===== src/logic/psr_pkg.sv =====
// Constants and carrier types for the processor supervisor reset block.
// Assumes a single free-running 25 MHz core clock.
package psr_pkg;

  localparam int unsigned CLK_HZ = 25000000;
  localparam int unsigned TICK_US = 100;
  localparam int unsigned TICK_CYCLES = CLK_HZ / 1000000 * TICK_US;

  localparam int unsigned DEBOUNCE_MS = 1;
  localparam int unsigned HOLD_MS = 250;
  localparam int unsigned WDOG_SHORT_MS = 150;
  localparam int unsigned WDOG_MID_MS = 600;
  localparam int unsigned WDOG_LONG_MS = 1200;

  localparam int unsigned TICKS_PER_MS = 1000 / TICK_US;
  localparam int unsigned DEBOUNCE_TICKS = DEBOUNCE_MS * TICKS_PER_MS;
  localparam int unsigned HOLD_TICKS = HOLD_MS * TICKS_PER_MS;
  localparam int unsigned WDOG_SHORT_TICKS = WDOG_SHORT_MS * TICKS_PER_MS;
  localparam int unsigned WDOG_MID_TICKS = WDOG_MID_MS * TICKS_PER_MS;
  localparam int unsigned WDOG_LONG_TICKS = WDOG_LONG_MS * TICKS_PER_MS;

  localparam int unsigned CNT_W = 16;

  typedef enum logic [1:0] {
    PSR_TD_LOW = 2'b00,
    PSR_TD_OPEN = 2'b01,
    PSR_TD_HIGH = 2'b10
  } psr_td_t;

  typedef enum logic [1:0] {
    PSR_HOLD = 2'b00,
    PSR_RUN = 2'b01
  } psr_state_t;

  typedef struct packed {
    logic reset_high;
    logic reset_low_oe;
  } psr_reset_out_t;

endpackage : psr_pkg


===== src/logic/psr_tick_counter.sv =====
// Prescaler producing a one-cycle tick every TICK_CYCLES core clocks.
// Assumes core_clk free-running and rst_n asynchronous active low.
`timescale 1ns/1ps
module psr_tick_counter
  import psr_pkg::*;
#(
  parameter int unsigned CYCLES = TICK_CYCLES
)
(
  input wire logic core_clk,
  input wire logic rst_n,
  output logic tick
);

  logic [15:0] div_reg;

  always_ff @(posedge core_clk or negedge rst_n)
  begin
    if (!rst_n)
    begin
      div_reg <= 16'h0000;
      tick <= 1'b0;
    end
    else if (div_reg == 16'(CYCLES - 1))
    begin
      div_reg <= 16'h0000;
      tick <= 1'b1;
    end
    else
    begin
      div_reg <= div_reg + 16'h0001;
      tick <= 1'b0;
    end
  end

endmodule : psr_tick_counter


===== src/logic/psr_supervisor.sv =====
// Processor supervisor: debounced manual reset, supply-low input, watchdog and hold timer.
// Assumes strap and pin inputs are asynchronous; the supply comparator lives outside.
`timescale 1ns/1ps

// Functional notes
// RULE1: Manual reset low pulses shorter than one millisecond are discarded.
// RULE2: The driver of the manual reset keeps it low at least 20 ms to guarantee a reset.
// RULE3: Manual reset low for the push-button delay drives both reset outputs active.
// RULE4: After manual reset returns high the outputs stay active at least 250 ms.
// RULE5: The timeout strap picks 150 ms, 600 ms or 1.2 s as the watchdog period.
// RULE6: The tolerance strap picks the supply-low threshold used by the comparator.
// RULE7: Supply low or power-up holds reset until the supply is good for 250 ms unbroken.
// RULE8: Two reset outputs change together: one driven high, one open-drain low.
// RULE9: Reset is asserted when the strobe is not strobed within the period.
// RULE10: A strobe falling edge restarts the watchdog from the full period.
// RULE11: The watchdog counts only while both reset outputs are inactive.
// RULE12: On watchdog expiry both outputs are active for at least 250 ms.
// RULE13: All intervals are counted by a prescaled tick from one clock, one parameter each.
// RULE14: The synchronised supply-low level is ORed with the other causes before the hold.
module psr_supervisor
  import psr_pkg::*;
#(
  parameter int unsigned DEBOUNCE_T = DEBOUNCE_TICKS,
  parameter int unsigned HOLD_T = HOLD_TICKS,
  parameter int unsigned WD_SHORT_T = WDOG_SHORT_TICKS,
  parameter int unsigned WD_MID_T = WDOG_MID_TICKS,
  parameter int unsigned WD_LONG_T = WDOG_LONG_TICKS,
  parameter int unsigned TICK_T = TICK_CYCLES
)
(
  input wire logic core_clk,
  input wire logic rst_n,
  input wire logic manual_reset_n,
  input wire logic watchdog_strobe,
  input wire logic supply_low,
  input wire logic [1:0] timeout_select,
  input wire logic tolerance_select,
  output logic tolerance_sel_out,
  output logic reset_high,
  output logic reset_low_out,
  output logic reset_low_oe
);

  logic tick;
  logic [2:0] mr_sync_reg, st_sync_reg, sl_sync_reg, tol_sync_reg;
  logic [1:0] td_s1_reg, td_s2_reg;
  logic mr_low_reg;
  logic st_prev_reg;
  logic [CNT_W-1:0] deb_reg, hold_reg, wd_reg;
  logic cause;
  logic wd_expire_reg;
  logic strobe_fall;
  psr_state_t state_reg;

  function automatic logic [CNT_W-1:0] period_of(input logic [1:0] sel);
    unique case (sel)
      PSR_TD_LOW: period_of = CNT_W'(WD_SHORT_T);
      PSR_TD_HIGH: period_of = CNT_W'(WD_LONG_T);
      default: period_of = CNT_W'(WD_MID_T);
    endcase
  endfunction : period_of

  // ----------------------------------------------------------------
  // Timebase
  // ----------------------------------------------------------------
  // RULE13: one prescaled tick
  psr_tick_counter #(.CYCLES(TICK_T)) u_tick (
    .core_clk(core_clk),
    .rst_n(rst_n),
    .tick(tick)
  );

  // ----------------------------------------------------------------
  // Input synchronisers
  // ----------------------------------------------------------------
  always_ff @(posedge core_clk or negedge rst_n)
  begin
    if (!rst_n)
    begin
      mr_sync_reg <= 3'h7;
      st_sync_reg <= 3'h7;
      sl_sync_reg <= 3'h7;
      tol_sync_reg <= 3'h0;
      td_s1_reg <= 2'h1;
      td_s2_reg <= 2'h1;
    end
    else
    begin
      mr_sync_reg <= {mr_sync_reg[1:0], manual_reset_n};
      st_sync_reg <= {st_sync_reg[1:0], watchdog_strobe};
      sl_sync_reg <= {sl_sync_reg[1:0], supply_low};
      tol_sync_reg <= {tol_sync_reg[1:0], tolerance_select};
      td_s1_reg <= timeout_select;
      td_s2_reg <= td_s1_reg;
    end
  end

  // RULE6: threshold choice passed to comparator
  always_ff @(posedge core_clk or negedge rst_n)
  begin
    if (!rst_n)
      tolerance_sel_out <= 1'b0;
    else
      tolerance_sel_out <= tol_sync_reg[1];
  end

  // ----------------------------------------------------------------
  // Manual reset debounce
  // ----------------------------------------------------------------
  // RULE1: low must persist for the debounce time
  always_ff @(posedge core_clk or negedge rst_n)
  begin
    if (!rst_n)
    begin
      deb_reg <= '0;
      mr_low_reg <= 1'b0;
    end
    else if (mr_sync_reg[1])
    begin
      deb_reg <= '0;
      mr_low_reg <= 1'b0;
    end
    // RULE3: delay met, cause asserted
    else if (tick)
    begin
      if (deb_reg >= CNT_W'(DEBOUNCE_T))
        mr_low_reg <= 1'b1;
      else
        deb_reg <= deb_reg + 1'b1;
    end
  end

  // ----------------------------------------------------------------
  // Cause merge and hold timer
  // ----------------------------------------------------------------
  // RULE14: all causes ORed
  assign cause = mr_low_reg | sl_sync_reg[1] | wd_expire_reg;

  // RULE4: hold restarts while any cause is present
  // RULE7: supply must stay good for the full hold
  // RULE12: expiry followed by full hold
  always_ff @(posedge core_clk or negedge rst_n)
  begin
    if (!rst_n)
    begin
      hold_reg <= '0;
      state_reg <= PSR_HOLD;
    end
    else if (cause)
    begin
      hold_reg <= '0;
      state_reg <= PSR_HOLD;
    end
    else if (state_reg == PSR_HOLD && tick)
    begin
      if (hold_reg >= CNT_W'(HOLD_T - 1))
        state_reg <= PSR_RUN;
      else
        hold_reg <= hold_reg + 1'b1;
    end
  end

  // RULE8: outputs change together
  always_ff @(posedge core_clk or negedge rst_n)
  begin
    if (!rst_n)
    begin
      reset_high <= 1'b1;
      reset_low_oe <= 1'b1;
      reset_low_out <= 1'b0;
    end
    else
    begin
      reset_high <= (state_reg == PSR_HOLD) || cause;
      reset_low_oe <= (state_reg == PSR_HOLD) || cause;
      reset_low_out <= 1'b0;
    end
  end

  // ----------------------------------------------------------------
  // Watchdog
  // ----------------------------------------------------------------
  assign strobe_fall = st_prev_reg & ~st_sync_reg[2];

  always_ff @(posedge core_clk or negedge rst_n)
  begin
    if (!rst_n)
      st_prev_reg <= 1'b1;
    else
      st_prev_reg <= st_sync_reg[2];
  end

  // RULE11: count only when outputs inactive
  // RULE5: reload from strap period
  // RULE10: strobe edge reloads
  // RULE9: expiry raises a cause
  always_ff @(posedge core_clk or negedge rst_n)
  begin
    if (!rst_n)
    begin
      wd_reg <= '0;
      wd_expire_reg <= 1'b0;
    end
    else if (reset_high || state_reg == PSR_HOLD)
    begin
      wd_reg <= period_of(td_s2_reg);
      wd_expire_reg <= 1'b0;
    end
    else if (strobe_fall)
      wd_reg <= period_of(td_s2_reg);
    else if (tick)
    begin
      if (wd_reg <= CNT_W'(1))
        wd_expire_reg <= 1'b1;
      else
        wd_reg <= wd_reg - 1'b1;
    end
  end

  // ----------------------------------------------------------------
  // Checks
  // ----------------------------------------------------------------
  // RULE8: outputs agree
  a_outputs_agree: assert property (@(posedge core_clk) disable iff (!rst_n) // RULE8
    reset_high == reset_low_oe && !reset_low_out)
    else $error("reset outputs disagree");

  // RULE14: any cause forces reset next cycle
  a_cause_resets: assert property (@(posedge core_clk) disable iff (!rst_n) // RULE14
    cause |=> reset_high)
    else $error("cause did not assert reset");

  // RULE7: supply low holds reset
  a_supply_holds: assert property (@(posedge core_clk) disable iff (!rst_n) // RULE7
    sl_sync_reg[1] |=> reset_high)
    else $error("supply low without reset");

  // RULE3: debounced manual reset asserts reset
  a_manual_resets: assert property (@(posedge core_clk) disable iff (!rst_n) // RULE3
    $rose(mr_low_reg) |=> reset_high)
    else $error("manual reset ignored");

  // RULE1: no debounced low while input high
  a_debounce_short: assert property (@(posedge core_clk) disable iff (!rst_n) // RULE1
    mr_sync_reg[1] |=> !mr_low_reg)
    else $error("debounce passed a high input");

  // RULE4: release only from a full hold count
  a_hold_min: assert property (@(posedge core_clk) disable iff (!rst_n) // RULE4
    $fell(reset_high) |-> $past(hold_reg, 2) >= CNT_W'(HOLD_T - 1))
    else $error("reset released early");

  // RULE11: watchdog idle during reset
  a_wd_idle: assert property (@(posedge core_clk) disable iff (!rst_n) // RULE11
    reset_high |=> !wd_expire_reg)
    else $error("watchdog ran during reset");

  // RULE10: strobe edge reloads period
  a_strobe_reload: assert property (@(posedge core_clk) disable iff (!rst_n) // RULE10
    strobe_fall && !reset_high && state_reg == PSR_RUN |=> wd_reg == period_of($past(td_s2_reg)))
    else $error("strobe did not reload watchdog");

  // RULE9: expiry asserts reset
  a_wd_expiry: assert property (@(posedge core_clk) disable iff (!rst_n) // RULE9
    $rose(wd_expire_reg) |=> reset_high ##1 reset_high)
    else $error("expiry did not reset");

  c_manual: cover property (@(posedge core_clk) disable iff (!rst_n) $rose(mr_low_reg));
  c_expire: cover property (@(posedge core_clk) disable iff (!rst_n) $rose(wd_expire_reg));
  c_release: cover property (@(posedge core_clk) disable iff (!rst_n) $fell(reset_high));

endmodule : psr_supervisor


===== config.mk =====
export PLATFORM = sky130hd
export DESIGN_NAME = psr_supervisor
export DESIGN_NICKNAME = d
export VERILOG_FILES = /design/src/logic/psr_pkg.sv /design/src/logic/psr_tick_counter.sv /design/src/logic/psr_supervisor.sv
export SDC_FILE = /design/constraint.sdc
export NUM_CORES = 1
export LEC_CHECK = 0
export BUFFER_PORTS_ARGS = -buffer_cell sky130_fd_sc_hd__clkbuf_2
export CAP_MARGIN = 0
export CELL_PAD_IN_SITES_DETAIL_PLACEMENT = 0
export CELL_PAD_IN_SITES_GLOBAL_PLACEMENT = 1
export CORE_ASPECT_RATIO = 0.6
export CORE_MARGIN = 5
export CORE_UTILIZATION = 50
export CTS_CLUSTER_SIZE = 8
export DETAILED_ROUTE_END_ITERATION = 12
export GPL_ROUTABILITY_DRIVEN = 0
export PLACE_DENSITY_LB_ADDON = 0.1
export SYNTH_ARGS = -nofsm -noshare
export SYNTH_HDL_FRONTEND = slang
export SYNTH_SLANG_ARGS = --single-unit

===== constraint.sdc =====
create_clock -name core_clk -period 2.2 [get_ports core_clk]
set_clock_uncertainty 0.05 [all_clocks]
set_input_delay 0.22 -clock core_clk [delete_from_list [all_inputs] [get_ports core_clk]]
set_output_delay 0.22 -clock core_clk [all_outputs]
set_load 0.005 [all_outputs]

== Yosys cells after proc, flatten, opt, wreduce, memory -nomap -nowiden ==
Cells that the tools add are included.

* Bits in registers: 85
* Bits in latches: 0
* Memory bits (writable): 0
* Memory bits (read-only): 0
* Bits of input ports: 8
* Output and inout port bits: 4
* Logic and storage cells: 75
* Memories: 0

* Add/sub/neg operators: 4
* Multiply operators: 0
* Div/mod/pow operators: 0
* Magnitude comparators: 3
* Equal/unequal tests: 6
* Shifts and indexed selects: 0
* Mux-type cells: 23
* Bitwise logic cells: 4
* Reductions and logical operators: 18

{| class="wikitable"
|+ Operator list
! kind !! number
|-
| two-way mux 16 bit || 11
|-
| adder 16 x 1 -> 16 bit, second input constant || 3
|-
| case mux 14 bit (2 select lines) || 1
|-
| == test 16 x 12 -> 1 bit, second input constant || 1
|-
| greater-or-equal comparator 16 x 12 -> 1 bit, second input constant || 1
|-
| greater-or-equal comparator 16 x 4 -> 1 bit, second input constant || 1
|-
| less-or-equal comparator 16 x 1 -> 1 bit, second input constant || 1
|-
| subtractor 16 x 1 -> 16 bit, second input constant || 1
|-
| nonzero test 2 bit || 6
|-
| AND reduction 2 bit || 5
|-
| two-way mux 1 bit || 8
|-
| two-way mux 2 bit || 3
|-
| zero test 2 bit || 2
|-
| != test 2 bit, second input constant || 2
|-
| != test 3 bit, second input constant || 1
|-
| AND reduction 3 bit || 1
|-
| nonzero test 3 bit || 1
|-
| == test 2 bit, second input constant || 1
|-
| logical OR 1 bit || 2
|-
| != test 2 x 1 -> 1 bit, second input constant || 1
|-
| bitwise OR 1 bit || 2
|-
| bitwise AND 1 bit || 1
|-
| logical AND 1 bit || 1
|-
| inverter 1 bit || 1
|}

== Longest topological paths before layout ==
* Word-level depth: 5
* Gate-level depth with buffers: 8
* Mapped depth without buffers: 7

== Hierarchy ==
Synthesis repeated with hierarchy kept, for this count alone.

* Cell total of the unflattened synthesis: 326
* Area, all modules: 3,729.8 um2

{| class="wikitable"
|+ Modules (own cells, without submodules)
! module !! instances !! cells each !! area an instance (um2) !! seq. area each (um2)
|-
| psr_supervisor || 1 || 258 || 2,942.8 || 1,690.4
|-
| psr_tick_counter || 1 || 68 || 787.0 || 425.4
|}

== Worst setup path before layout ==
Ideal clock, no wire load.

* Path type: register -> register
* Start point: register hold_reg[0]
* End point: register hold_reg[8]
* Setup time: 0.120 ns
* Arrival time: 1.857 ns
* Data required time: 2.030 ns
* Path slack: 0.173 ns
* Cell stages (with the launch flop): 7
* Buffers on the path: 0
* Period minus slack after synthesis: 2.027 ns
* Cells stage by stage: dfrtp_1 ha_1 or4_1 o2111ai_2 and3b_1 a31oi_1 a41o_1

* Longest elaborated chain between the ends: 4
* Elaborated cells between the ends (all ways): 7
* Those cells by class: add/sub: 1; order compare: 1; eq/ne: 1; mux: 3; reduce/logical: 1

{| class="wikitable"
|+ RTL lines
! element !! line !! RTL
|-
| start: declaration || psr_supervisor.sv:49 || <nowiki>logic [CNT_W-1:0] deb_reg, hold_reg, wd_reg;</nowiki>
|-
| start signal: assignment || psr_supervisor.sv:159 || <nowiki>hold_reg <= hold_reg + 1'b1;</nowiki>
|-
| adder 16 x 1 -> 16 bit || psr_supervisor.sv:159 ||
|-
| two-way mux 16 bit || psr_supervisor.sv:156 || <nowiki>if (hold_reg >= CNT_W'(HOLD_T - 1))</nowiki>
|-
| two-way mux 16 bit || psr_supervisor.sv:154 || <nowiki>else if (state_reg == PSR_HOLD && tick)</nowiki>
|-
| two-way mux 16 bit || psr_supervisor.sv:149 || <nowiki>else if (cause)</nowiki>
|}

Several ways; a longest one is shown, not always the timed one. The select of a mux whose other input is x is not followed.
A chain may end at the register's enable or synchronous reset.

== Final worst setup path ==
Same ends and word-level chain as after synthesis.

==> metrics.yaml <==
placement:
  place_area_um2: 3850
  dp_slack_ns: 0.0702
  port_buffers: 10
  hpwl_um: 4170
global_route:
  grt_first_pass_wirelength_um: 11100
  grt_pass1_vias: 2319
  grt.overflow.total: 0
  top_usage_layer: "met1"
  grt_usage: 0.153
  grt_util_met3: 0.0467
  grt_start_max_net_pins: 85
  grt_use_met1: 0.223
  antenna_found_initial: 0
  use_met2: 0.213
synthesis:
  synth_top_family_by_area: "simple AND/OR/NAND/NOR gates"
  ys_seq_area_frac: 0.581
  ys_warn_count: 0
  syn_avg_cell_area_um2: 11.4
  synth.ff_latch_count: 84
  ys_async_sr_fraction: 1.00
  synth_fa_ha_area_frac: 0.0206
  synth_simple_gate_area_frac: 0.234
  synth_nets: 333
  synth_compound_area_frac: 0.0567
  synth_edf_count: 0
  synth.distinct_cells: 52
  syn_area_um2: 3640
  synth.area.mux_share: 0.00549
  synth_xor_area_frac: 0.0841
  synth-main-ff-cell: "dfrtp_1"
  syn_inst: 319
route:
  drtIter0Drc: 178
  ant_nets: 0
  drcViolationCount: 0
  via_per_inst: 5.23
  wl_per_cell_um: 14.3
  vias: 2316
  dr.pass1.iters: 4
  wl_um: 6330
floorplanning:
  rows: 24
  io_pins: 12
  initial_core_util: 0.508
  dieHeight_um: 76.1
  core_um2: 7180
  die_area_um2: 9150
  dieWidth_um: 120
critical_path:
  arrival_ns: 2.29
  crit_chain: "ha_1 -> or4_1 -> o2111ai_4 -> and3b_2 -> a31oi_1 -> a41o_1"
  worst_ep_required_time_ns: 2.37
  r2r-start: "hold_reg[0]$_DFFE_PN0P_"
  crit_type: "reg -> reg"
  rr_worst_depth: 6
  reg2reg_slack_ns: 0.08
  cpMaxStageDelayCell: "or4_1"
  start_kind: "flip-flop"
  cpPeakStageDelay_ns: 0.46
  crit_fanout: 7
  cp-end-kind: "flip-flop"
  rr_endpoint: "hold_reg[8]$_DFFE_PN0P_"
cts:
  cts-root-buf: "clkbuf_16"
  htree_levels: 3
  cts_buffers: 9
  cts_tree: "done"
  clk_path_buf_depth: 2
  post-cts-setup-buffer-count: 0
  clk_pin_slew_worst_paths_ns: 0.06
  clock-sinks: 84
  clock_latency_ns: 0.34
sta:
  setup_viol: 0
  slew_headroom: 0.645
  hold_viol: 0
  fin_hold_ws_ns: 0.299
  setup_ws_ns: 0.0810
  min_period_over_period: 0.963
  period_needed_ns: 2.12
  fmax_mhz: 472
  drv_slew: 0
  max_slew.worst_pin.slew_ns: 0.529
layout:
  drive_above_1_share: 0.168
  final_nets: 361
  final_common_cell: "dfrtp_1"
  fillCellCount: 584
  mostFrequentLayoutCells: "73 x dfrtp_1, 36 x nor2_1, 25 x xnor2_1"
  stdcell_area_um2: 4220
  diodes: 0
  syn_to_final_growth_pct: 15.8
hold_path:
  hp-class: "reg -> reg"
  hold_end: "td_s2_reg[1]$_DFF_PN0_"
  hold_depth: 0
  holdCritStartpoint: "td_s1_reg[1]$_DFF_PN0_"
pwr:
  p_per_area_nw_per_um2: 737
  power.total_mw: 3.11
  p_leak_nw: 1.82
  ir_drop_uv: 533
run:
  drv_cap: 0
status:
  status: "complete, no violations"
## timing repair
action	4_1_cts	5_1_grt
setup endpoints to repair	0	2
gates resized for setup	0	3
hold buffers	7	0
hold endpoints to repair	79	0
## worst max path at each step
stage	slack (ns)	cells past startpoint	end	startpoint
after CTS	0.07	5	hold_reg[8]$_DFFE_PN0P_	hold_reg[12]$_DFFE_PN0P_
after detailed placement	0.07	6	hold_reg[8]$_DFFE_PN0P_	hold_reg[0]$_DFFE_PN0P_
after floorplan	0.17	6	hold_reg[8]$_DFFE_PN0P_	hold_reg[0]$_DFFE_PN0P_
after global placement	0.15	5	hold_reg[8]$_DFFE_PN0P_	hold_reg[12]$_DFFE_PN0P_
final	0.08	6	hold_reg[8]$_DFFE_PN0P_	hold_reg[0]$_DFFE_PN0P_
after global routing	-0.02	6	hold_reg[8]$_DFFE_PN0P_	hold_reg[0]$_DFFE_PN0P_
## cell usage after synthesis, types with 6 or more instances
| cell type | instances | area share |
|---|---|---|
| nor4_1 | 10 | 0.017 |
| a21oi_1 | 11 | 0.015 |
| dfstp_2 | 11 | 0.079 |
| ha_1 | 6 | 0.021 |
| xor2_1 | 10 | 0.024 |
| nand4_1 | 7 | 0.012 |
| and2_1 | 7 | 0.012 |
| nand3_1 | 12 | 0.016 |
| dfrtp_1 | 73 | 0.50 |
| nand2_1 | 16 | 0.016 |
| xnor2_1 | 25 | 0.060 |
| nor2_1 | 36 | 0.037 |
| nor2b_1 | 15 | 0.026 |
| inv_1 | 6 | 0.0062 |
| and3_1 | 7 | 0.012 |
## logic make-up (layout without fill, tap and decap cells)
kind of cell / count (synthesis) / count (layout)
and+or+nand+nor: 145 / 145
buffers and inverters: 15 / 48
muxes: 2 / 2
DFF: 84 / 84
AOI/OAI and AO/OA: 31 / 31
adders and majority gates: 6 / 6
xor gates and xnor gates: 35 / 35
other: 1 / 1
## critical path, delay by kind of cell (launching register included)
family | cells | cell delay, ns
and+or+nand+nor | 2 | 0.73
adders and majority gates | 1 | 0.23
AOI/OAI and AO/OA | 3 | 0.58
DFF | 1 | 0.40
## power by group
| group | internal, mW | switching, mW | leakage, nW | total (mW) |
|---|---|---|---|---|
| Combinational | 0.0327 | 0.0513 | 0.611 | 0.0840 |
| Sequential | 1.58 | 0.0208 | 1.08 | 1.60 |
| Clock | 0.804 | 0.622 | 0.137 | 1.43 |
| Total | 2.41 | 0.695 | 1.82 | 3.11 |
## area by class of cell
class / count / area [µm²] / area share
clock buffers: 10 / 239 / 0.0567
well taps: 91 / 114 / 0.0270
repair buffers: 26 / 203 / 0.0481
multi-input cells: 220 / 1480 / 0.350
flip-flops and latches: 84 / 2120 / 0.502
clock inverters: 6 / 48.8 / 0.0116
inverters: 6 / 22.5 / 0.00534
## routing by layer
metal / share of wire / up-vias
li1: - / 1166
met1: 0.54 / 1112
met2: 0.41 / 32
met3: 0.038 / 6
met4: 0.011 / 0
met5: 0 / -
## through the flow
stage / util / std cells / setup TNS (ns)
detailed placement: 0.536 / 420 / 0
finish: 0.588 / 443 / 0
global placement: 0.536 / 420 / 0
global route: 0.588 / 443 / -0.0165
floorplan: - / 319 / 0
CTS: 0.586 / 443 / 0
(Power assumes the default switching activity.)
